File: src/design/asr_pkg.sv
// Register map, field layouts, state types and timing constants of the receiver.
package asr_pkg;
	// Register byte addresses on the APB bus.
	localparam logic [7:0] ADDR_CTRL = 8'h00;
	localparam logic [7:0] ADDR_STAT = 8'h04;
	localparam logic [7:0] ADDR_DATA = 8'h08;
	localparam logic [7:0] ADDR_BAUD = 8'h0c;

	// Control register, rx_on is bit 0 and the last field is bit 6.
	typedef struct packed {
		logic idle_count_start_select;
		logic idle_during_sleep_option;
		logic rx_polarity_invert;
		logic nine_bit;
		logic wake_sel;
		logic rx_sleep;
		logic rx_on;
	} asr_ctrl_s;

	// Status flags, rx_buffer_full_flag is bit 0.
	typedef struct packed {
		logic framing_error_flag;
		logic noise_flag;
		logic overrun_flag;
		logic idle_flag;
		logic rx_buffer_full_flag;
	} asr_stat_s;

	typedef enum logic [1:0] {ST_HUNT, ST_START, ST_FRAME} asr_state_e;

	localparam int CTRL_W = 7;
	localparam int STAT_W = 5;
	localparam int DATA_W = 9;
	localparam asr_ctrl_s CTRL_RST = 7'h00;
	localparam asr_stat_s STAT_RST = 5'h00;
	localparam logic [15:0] BAUD_RST = 16'h0005;
	localparam int STAT_ACTIVE_POS = 5;

	// Sample slots of one bit time.
	localparam logic [4:0] SLOT_FIRST = 5'h01;
	localparam logic [4:0] SLOT_LAST = 5'h10;
	localparam logic [4:0] SLOT_S3 = 5'h03;
	localparam logic [4:0] SLOT_S5 = 5'h05;
	localparam logic [4:0] SLOT_S7 = 5'h07;
	localparam logic [4:0] SLOT_M8 = 5'h08;
	localparam logic [4:0] SLOT_M10 = 5'h0a;

	// Data bits per character and idle character length in sample ticks.
	localparam logic [3:0] BITS_8 = 4'h8;
	localparam logic [3:0] BITS_9 = 4'h9;
	localparam logic [7:0] IDLE_TICKS_8 = 8'ha0;
	localparam logic [7:0] IDLE_TICKS_9 = 8'hb0;
	localparam logic [2:0] HIST_HIGH = 3'h7;
endpackage

File: src/design/asr_receiver.sv
// Asynchronous serial receiver with APB registers and sleep/wakeup logic.
// Function
// - Optionally invert receive input before sampling.
// - Receive only while rx_on is set.
// - Frame: start 0, 8/9 data LSB first, stop 1.
// - Completed character fills empty buffer, sets full.
// - Full buffer: set overrun, drop new character.
// - Full flag clears by two-step read sequence.
// - Sample at sixteen times the baud rate.
// - Edge is low after three high samples.
// - Start valid if two of slots 3,5,7 low.
// - Majority of slots 8,9,10 decides each bit.
// - Disagreeing sample sets noise flag on transfer.
// - Resynchronize slot counter on falling edges during data and stop bits.
// - Non-break framing error preloads three high samples.
// - Framing flag set blocks buffer transfers.
// - Sleep suppresses flags except optional idle flag.
// - Idle-line mode wakes after 10/11 idle bits.
// - Waking idle without option leaves idle flag clear.
// - With option an armed idle sets idle flag in sleep too.
// - Idle count starts after start or stop bit.
// - Address-mark mode wakes on character MSB one.
// - Waking address character is received normally.
// - Status read then data read clears full flag.
// - Error flags set with full flag, never on overrun.
// - Idle flag rearms only after a received character.
//
// Chosen here: the register addresses and the APB slave port.
module asr_receiver #(
	parameter logic [15:0] BAUD_DIV_RST = asr_pkg::BAUD_RST
)
(
	// Clock and reset.
	input wire logic pclk,
	input wire logic presetn,
	// APB slave.
	input wire logic psel,
	input wire logic penable,
	input wire logic pwrite,
	input wire logic [7:0] paddr,
	input wire logic [31:0] pwdata,
	output logic [31:0] prdata,
	output logic pready,
	output logic pslverr,
	// Serial line.
	input wire logic rxd
);
	import asr_pkg::*;

	if (BAUD_DIV_RST == 16'h0000)
	begin : g_check
		$error("Baud divisor reset value must be nonzero.");
	end

	function automatic logic maj3(input logic [2:0] v);
		maj3 = (v[0] & v[1]) | (v[0] & v[2]) | (v[1] & v[2]);
	endfunction

	asr_ctrl_s ctrl_q, ctrl_d;
	asr_stat_s stat_q, stat_d, snap_q, snap_d;
	asr_state_e state_q, state_d;
	logic [15:0] baud_q, div_cnt_q, div_cnt_d;
	logic [31:0] prdata_q, rd_mux;
	logic [4:0] slot_q, slot_d, cur_w;
	logic [3:0] bit_q, bit_d, nbits_w;
	logic [2:0] hist_q, hist_d, vote_q, vote_d, v3_w;
	logic [8:0] shift_q, shift_d, data_q, data_d;
	logic [7:0] idle_cnt_q, idle_cnt_d, idle_tgt_w;
	logic rx_meta_q, rx_sync_q, noise_q, noise_d;
	logic idle_armed_q, idle_armed_d, clr_arm_q, clr_arm_d;
	logic line_w, tick_w, run_w, edge_w, maj_w, mixed_w, done_w;
	logic load_w, ovr_w, idle_ev_w, idle_set_w, sleep_clr_w, clr_w;
	logic sel_ctrl, sel_stat, sel_data, sel_baud, hit_w;
	logic setup_w, wr_en, rd_en, idle_run_w, addr_wake_w;

	// APB decode. The slave never waits, so every access takes two cycles.
	assign sel_ctrl = paddr == ADDR_CTRL;
	assign sel_stat = paddr == ADDR_STAT;
	assign sel_data = paddr == ADDR_DATA;
	assign sel_baud = paddr == ADDR_BAUD;
	assign hit_w = sel_ctrl | sel_stat | sel_data | sel_baud;
	assign setup_w = psel & ~penable;
	assign wr_en = psel & penable & pwrite & hit_w;
	assign rd_en = psel & penable & ~pwrite & hit_w;
	assign pready = 1'b1;
	assign pslverr = psel & penable & ~hit_w;
	assign prdata = prdata_q;
	assign rd_mux = sel_ctrl ? {25'h0, ctrl_q} :
		sel_stat ? {26'h0, state_q != ST_HUNT, stat_q} :
		sel_data ? {23'h0, data_q} :
		sel_baud ? {16'h0, baud_q} : 32'h0;

	// Read data is captured in the setup cycle so that it comes from a flop.
	always_ff @(posedge pclk or negedge presetn)
	begin
		if (!presetn)
			prdata_q <= 32'h0;
		else if (setup_w)
			prdata_q <= rd_mux;
	end

	// Two-step clear: the status read snapshots what software saw, the
	// following data read clears exactly those flags.
	assign clr_w = rd_en & sel_data & clr_arm_q;
	assign clr_arm_d = (rd_en & sel_stat) ? 1'b1 :
		(rd_en & sel_data) ? 1'b0 : clr_arm_q;
	assign snap_d = (rd_en & sel_stat) ? prdata_q[STAT_W-1:0] : snap_q;

	// Sample tick at sixteen times the baud rate.
	assign tick_w = ctrl_q.rx_on & (baud_q != 16'h0)
		& (div_cnt_q == baud_q - 16'h1);
	assign div_cnt_d = (tick_w | ~ctrl_q.rx_on) ? 16'h0
		: div_cnt_q + 16'h1;

	// The polarity is applied behind the synchroniser, ahead of all sampling.
	assign line_w = rx_sync_q ^ ctrl_q.rx_polarity_invert;
	assign run_w = tick_w & ctrl_q.rx_on;
	assign edge_w = ~line_w & (hist_q == HIST_HIGH);
	assign cur_w = (slot_q == SLOT_LAST) ? SLOT_FIRST : slot_q + 5'h1;
	assign v3_w = {vote_q[1:0], line_w};
	assign maj_w = maj3(v3_w);
	assign mixed_w = (v3_w != 3'h0) & (v3_w != 3'h7);
	assign nbits_w = ctrl_q.nine_bit ? BITS_9 : BITS_8;
	assign done_w = run_w & (state_q == ST_FRAME) & (cur_w == SLOT_M10)
		& (bit_q == nbits_w + 4'h1);
	assign addr_wake_w = run_w & (state_q == ST_FRAME)
		& (cur_w == SLOT_M10) & (bit_q == nbits_w) & maj_w
		& ctrl_q.wake_sel & ctrl_q.rx_sleep;

	// Transfer gating: sleep suppresses, a standing framing error blocks.
	assign load_w = done_w & ~ctrl_q.rx_sleep
		& ~stat_q.framing_error_flag
		& ~stat_q.rx_buffer_full_flag;
	assign ovr_w = done_w & ~ctrl_q.rx_sleep
		& ~stat_q.framing_error_flag
		& stat_q.rx_buffer_full_flag;

	// Idle detection counts high samples of one whole character.
	assign idle_tgt_w = ctrl_q.nine_bit ? IDLE_TICKS_9 : IDLE_TICKS_8;
	assign idle_run_w = ctrl_q.idle_count_start_select ?
		(state_q == ST_HUNT) : (state_q != ST_START);
	assign idle_ev_w = run_w & idle_run_w & line_w
		& (idle_cnt_q == idle_tgt_w - 8'h1);
	assign sleep_clr_w = addr_wake_w | (idle_ev_w & ctrl_q.rx_sleep
		& ~ctrl_q.wake_sel);
	assign idle_set_w = idle_ev_w & idle_armed_q & (~ctrl_q.rx_sleep
		| ctrl_q.idle_during_sleep_option);
	assign idle_cnt_d = (~run_w) ? idle_cnt_q :
		(~line_w | ~idle_run_w) ? 8'h0 :
		(idle_cnt_q == idle_tgt_w) ? idle_cnt_q : idle_cnt_q + 8'h1;
	assign idle_armed_d = load_w ? 1'b1 :
		idle_set_w ? 1'b0 : idle_armed_q;

	// Receive sequencer, stepped once per sample tick.
	always_comb
	begin
		state_d = state_q;
		slot_d = slot_q;
		bit_d = bit_q;
		hist_d = hist_q;
		vote_d = vote_q;
		shift_d = shift_q;
		noise_d = noise_q;
		if (!ctrl_q.rx_on)
		begin
			state_d = ST_HUNT;
		end
		else if (run_w)
		begin
			hist_d = {hist_q[1:0], line_w};
			case (state_q)
				ST_HUNT:
				begin
					if (edge_w)
					begin
						state_d = ST_START;
						slot_d = SLOT_FIRST;
						shift_d = 9'h0;
						noise_d = 1'b0;
					end
				end
				ST_START:
				begin
					slot_d = cur_w;
					if (cur_w == SLOT_S3 || cur_w == SLOT_S5 || cur_w == SLOT_S7)
						vote_d = v3_w;
					if (cur_w == SLOT_S7 && maj_w)
						state_d = ST_HUNT;
					if (cur_w >= SLOT_M8 && cur_w <= SLOT_M10 && line_w)
						noise_d = 1'b1;
					if (cur_w == SLOT_LAST)
					begin
						state_d = ST_FRAME;
						bit_d = 4'h1;
					end
				end
				ST_FRAME:
				begin
					slot_d = edge_w ? SLOT_FIRST : cur_w;
					if (cur_w >= SLOT_M8 && cur_w <= SLOT_M10)
						vote_d = v3_w;
					if (cur_w == SLOT_M10)
					begin
						noise_d = noise_q | mixed_w;
						if (bit_q <= nbits_w)
							shift_d[bit_q - 4'h1] = maj_w;
					end
					if (cur_w == SLOT_LAST || (edge_w && cur_w > SLOT_M10))
						bit_d = bit_q + 4'h1;
					if (done_w)
					begin
						state_d = ST_HUNT;
						if (!maj_w && shift_q != 9'h0)
							hist_d = HIST_HIGH;
					end
				end
				default:
				begin
					state_d = ST_HUNT;
				end
			endcase
		end
	end

	// Status flags. Hardware sets win over the software clear sequence.
	always_comb
	begin
		stat_d = stat_q;
		data_d = data_q;
		if (clr_w)
			stat_d = stat_q & ~snap_q;
		if (load_w)
		begin
			data_d = ctrl_q.nine_bit ? shift_q : {1'b0, shift_q[7:0]};
			stat_d.rx_buffer_full_flag = 1'b1;
			stat_d.noise_flag = stat_d.noise_flag | noise_d;
			stat_d.framing_error_flag = stat_d.framing_error_flag
				| ~maj_w;
		end
		if (ovr_w)
			stat_d.overrun_flag = 1'b1;
		if (idle_set_w)
			stat_d.idle_flag = 1'b1;
	end

	// Control register; a software write wins over the automatic wakeup.
	always_comb
	begin
		ctrl_d = ctrl_q;
		if (sleep_clr_w)
			ctrl_d.rx_sleep = 1'b0;
		if (wr_en && sel_ctrl)
			ctrl_d = pwdata[CTRL_W-1:0];
	end

	always_ff @(posedge pclk or negedge presetn)
	begin
		if (!presetn)
		begin
			rx_meta_q <= 1'b1;
			rx_sync_q <= 1'b1;
		end
		else
		begin
			rx_meta_q <= rxd;
			rx_sync_q <= rx_meta_q;
		end
	end

	always_ff @(posedge pclk or negedge presetn)
	begin
		if (!presetn)
		begin
			ctrl_q <= CTRL_RST;
			baud_q <= BAUD_DIV_RST;
			stat_q <= STAT_RST;
			snap_q <= STAT_RST;
			clr_arm_q <= 1'b0;
			data_q <= 9'h0;
		end
		else
		begin
			ctrl_q <= ctrl_d;
			if (wr_en && sel_baud)
				baud_q <= pwdata[15:0];
			stat_q <= stat_d;
			snap_q <= snap_d;
			clr_arm_q <= clr_arm_d;
			data_q <= data_d;
		end
	end

	always_ff @(posedge pclk or negedge presetn)
	begin
		if (!presetn)
		begin
			state_q <= ST_HUNT;
			slot_q <= SLOT_FIRST;
			bit_q <= 4'h0;
			hist_q <= 3'h0;
			vote_q <= 3'h0;
			shift_q <= 9'h0;
			noise_q <= 1'b0;
			div_cnt_q <= 16'h0;
			idle_cnt_q <= 8'h0;
			idle_armed_q <= 1'b1;
		end
		else
		begin
			state_q <= state_d;
			slot_q <= slot_d;
			bit_q <= bit_d;
			hist_q <= hist_d;
			vote_q <= vote_d;
			shift_q <= shift_d;
			noise_q <= noise_d;
			div_cnt_q <= div_cnt_d;
			idle_cnt_q <= idle_cnt_d;
			idle_armed_q <= idle_armed_d;
		end
	end
endmodule

File: config.mk
export PLATFORM = sky130hd
export DESIGN_NAME = asr_receiver
export DESIGN_NICKNAME = d
export VERILOG_FILES = /design/src/design/asr_pkg.sv /design/src/design/asr_receiver.sv
export SDC_FILE = /design/constraint.sdc
export NUM_CORES = 1
export LEC_CHECK = 0
export BUFFER_PORTS_ARGS = -buffer_cell sky130_fd_sc_hd__buf_2
export CAP_MARGIN = 20
export CORE_MARGIN = 1
export CORE_UTILIZATION = 54
export CTS_BUF_LIST = sky130_fd_sc_hd__clkbuf_8
export CTS_CLUSTER_DIAMETER = 30
export CTS_CLUSTER_SIZE = 28
export DETAILED_ROUTE_END_ITERATION = 6
export GPL_TIMING_DRIVEN = 0
export PLACE_DENSITY = 0.75
export REMOVE_ABC_BUFFERS = 1
export SETUP_SLACK_MARGIN = 0.5
export SLEW_MARGIN = 20
export SYNTH_ARGS = -nofsm -noshare
export SYNTH_HDL_FRONTEND = slang
export SYNTH_SLANG_ARGS = --single-unit
File: constraint.sdc
create_clock -name pclk -period 8.7 [get_ports pclk]
set_clock_uncertainty 0.15 [all_clocks]
set_input_delay 0.435 -clock pclk [delete_from_list [all_inputs] [get_ports pclk]]
set_output_delay 0.435 -clock pclk [all_outputs]
set_load 0.005 [all_outputs]
==> results.md <==
* Setup Buffers After CTS at 0
* Worst Tran Pin Value at 0.8332 ns
* Routed WL at 13,870 um
* CTS tree: built
* Clock transition at path regs at 0.10 ns
* Worst path slowest cell: or4_2
* Vias in the first global route at 4,879
* Grt ovf at 0
* Largest family of logic cells by synthesized area: simple AND/OR/NAND/NOR gates
* Die area at about 0.012 mm2
* Synth Area per Inst at 9.693 um2
* FMAX at 222.1 MHz
* Worst Path Arrival at 4.63 ns
* Chip width at 110.8 um
* Post-Synth Adder-Cell Area at 0.03677
* Largest net degree at the start of global routing at 81
* Yosys top cell area share at 0.4146
* I/O pin total at 80
* FF+latch count, synth at roughly 110
* Compound-Gate Fraction of Synth Area at 0.1285
* ANT nets after route at 0
* Hold_sp: pwdata[15]
* RSZ-0062 raised after global routing: no
* Max-cap viol count at 0
* Sw Share at 0.2681
* Initial DRT Pass Iterations at 5
* Dpl cells at 821
* Total of warnings raised by yosys at 0
* Clock buffer depth at 2
* CTS sink cnt at 112
* RePlAce Congestion at 0.8742
* Rel. slew slack at 0.4445
* ANT cells at 0
* Setup TNS at 0 ns
* Non-Filler Instances at between 800 and 900
* Wire length per cell at approximately 17 um
* Worst-skew pair later-pin latency at 0.39 ns
* Top-count cell post-synth: dfrtp_1
* Final nets at about 760
* Kind of critical path: reg2reg
* Drt first-iter violations at ~430
* Hold/Removal Path Class: in2reg
* PortBufs at 46
* Vias/cell at 5.858
* Via Count at 4,915
* Core ar. at 0.01147 mm2
* Leak pwr at 3.159 nW
* CTS Buf Count at 9
* Fraction of layout cells with a size suffix above 1 at 0.1724
* Global Route Usage Sum at 0.2421
* Combinational Power Share at 0.114
* Setup-failing EPs final at 0
* Multiplexer area fraction after synthesis at 0.1031
* Residual DRC at 0
* CTS H-tree depth at 3
* Critical Path Sink Type: register
* Maximum vdd ir drop at 0.1224 mV
* Most used DFF post-synth: dfrtp_1
* Ys async rst share at 1.000
* Synth Area in XOR/XNOR at 0.05613
* Cells along the critical path: inv_1, ha_1, nor3b_1, and3_1, a211oi_1, o31a_1, or4_2, or3_1, mux2_4
* Simple-Gate Fraction of Synth Area at 0.1766
* Cell Int Power at ~0.0007 W
* Final hold violations at 0
* Dominant cells by area after synthesis: dfrtp_1 (41%), mux2_2 (5.5%), o21ai_0 (4.8%)
* Detailed placement HPWL at 10,140 um
* Largest area contributor in the netlist: dfrtp_1
* Register share of total power at 0.588
* Required @ worst endpoint at 8.82 ns
* Critical Path Start Type: register
* Clock Root Buffer: clkbuf_8
* Clock power share at 0.298
* Mapped Area at roughly 0.0064 mm2
* Post-synth EDFFs at 0
* First-pass GRT wire length at 23,930 um
* Worst flop-to-flop path startpoint: baud_q[1]
* Synth unique cells at 60
* Die span in y at between 100 and 150 um
* Crit-path max FO at 41
* CP startpoint: baud_q[1]
* Initial Utilization at 0.5579
* Crit share post-route at 0.5176
* Outcome: finished, final reports clean
* Crit path time final at 4.503 ns
* Register area share after synthesis at 0.4393
* FP Rows at 39
* Area growth from synthesis to layout at 7.510%
* Final Max Tran Viols at 0
* Initial antenna violation count at 0
* Power density over the cells at 140.8 mW/mm2
* Switch Pwr at approximately 0.00026 W
* Post-Synthesis Cells at 660
* Max incr delay on CP at 1.04 ns
* Most frequent cells after synthesis: dfrtp_1 (106), o21ai_0 (61), nand2_1 (57)
==> placed cells by master, fill, tap and decap left out, drive strengths merged, types with 3 or more instances in the layout <==
master,Yosys,layout
nand2b,10,10
nand3b,3,3
xnor2,24,24
o31ai,18,18
or4,8,8
o21ai,61,61
nor3,15,15
nand4,7,7
xor2,17,17
mux4,6,6
mux2,36,36
nor2,44,44
or3,3,3
nand3,41,41
nor4,11,11
clkbuf,23,11
and2,3,3
ha,18,18
or2,3,3
dfstp,6,6
inv,35,38
nand2,57,57
mux2i,10,10
buf,22,48
o21a,4,4
dfrtp,106,106
conb,2,17
a22o,8,8
a21oi,12,12
a31oi,4,4
and3,12,12
==> path summary, 6_finish.rpt <==
kind	end	slack, ns	cells past startpoint
max	data_q[3]	4.20	9
min	baud_q[15]	0.13	2
max reg2reg	data_q[3]	4.20	9
min reg2reg	rx_sync_q	0.21	0
max in group asynchronous	rx_meta_q	7.33	3
min in group asynchronous	baud_q[3]	0.35	2
==> routing by layer <==
metal,share of wire,wire length [um],up-vias,track usage
li1,-,-,2376,-
met1,0.47,6580,2408,0.3380
met2,0.47,6557,116,0.3896
met4,0.016,217,0,0.08267
met3,0.037,510,15,0.03226
met5,0,0,-,0
==> sequential cells by signal, summed over array words and instances (netlist names), 5 cells and up <==
name and count:
baud_q 16, ctrl_q 7, data_q 9, div_cnt_q 16
idle_cnt_q 8, prdata 16, shift_q 9, slot_q 5
snap_q 5, stat_q 5
==> critical path, delay by kind of cell (launching register included) <==
kind | cells | cell delay, ns
adder cells (fa/ha/maj) | 1 | 0.17
multiplexers | 1 | 0.39
AO/OA/AOI/OAI | 2 | 0.40
AND/OR/NAND/NOR | 4 | 2.67
buffers and inverters | 1 | 0.11
flip-flops | 1 | 0.47
==> kinds of logic after synthesis <==
group                    Yosys count
AND/OR/NAND/NOR                  225
buffers and inverters             80
AO/OA/AOI/OAI                    129
other                              2
flip-flops                       112
multiplexers                      52
adder cells (fa/ha/maj)           19
XOR/XNOR                          41
==> what timing repair did <==
| action | in CTS | in global routing |
|---|---|---|
| hold endpoints to repair | 31 | 0 |
| hold buffers | 2 | 0 |
| gates resized for setup | 0 | 0 |
==> power by group through the flow <==
| stage | Sequential (W) | Clock [W] | Combinational (W) |
|---|---|---|---|
| 4_1_cts | 0.000569 | 0.000292 | 0.000111 |
| 3_3_place_gp | 0.000578 | 0 | 0.000104 |
| 5_1_grt | 0.000574 | 0.000312 | 0.000128 |
| 2_1_floorplan | 0.000572 | 0 | 0.0000754 |
| 3_5_place_dp | 0.000579 | 0 | 0.000110 |
| 6_report | 0.000569 | 0.000289 | 0.000110 |
==> per-stage QoR <==
step,hold WS [ns],utilization,area [um2],total power [W],setup slack (ns)
2_1_floorplan,-0.01059,-,6211,0.0006469,4.694
3_3_place_gp,0.1982,0.5773,6620,0.0006815,4.199
3_5_place_dp,0.1954,0.5827,6681,0.0006890,4.255
4_1_cts,0.1221,0.5998,6878,0.0009721,4.238
5_1_grt,0.1244,0.5998,6878,0.001014,3.934
6_report,0.1265,0.5998,6878,0.0009683,4.197
==> layout make-up <==
cell class	instances	area (um2)
fill	955	4589
multi-input combinational	483	3289
sequential	112	2810
timing repair buffer	50	291.5
tap	143	178.9
clock buffer	11	151.4
inverter	35	131.4
clock inverter	5	25.02
Power figures use the tool's default switching activity.
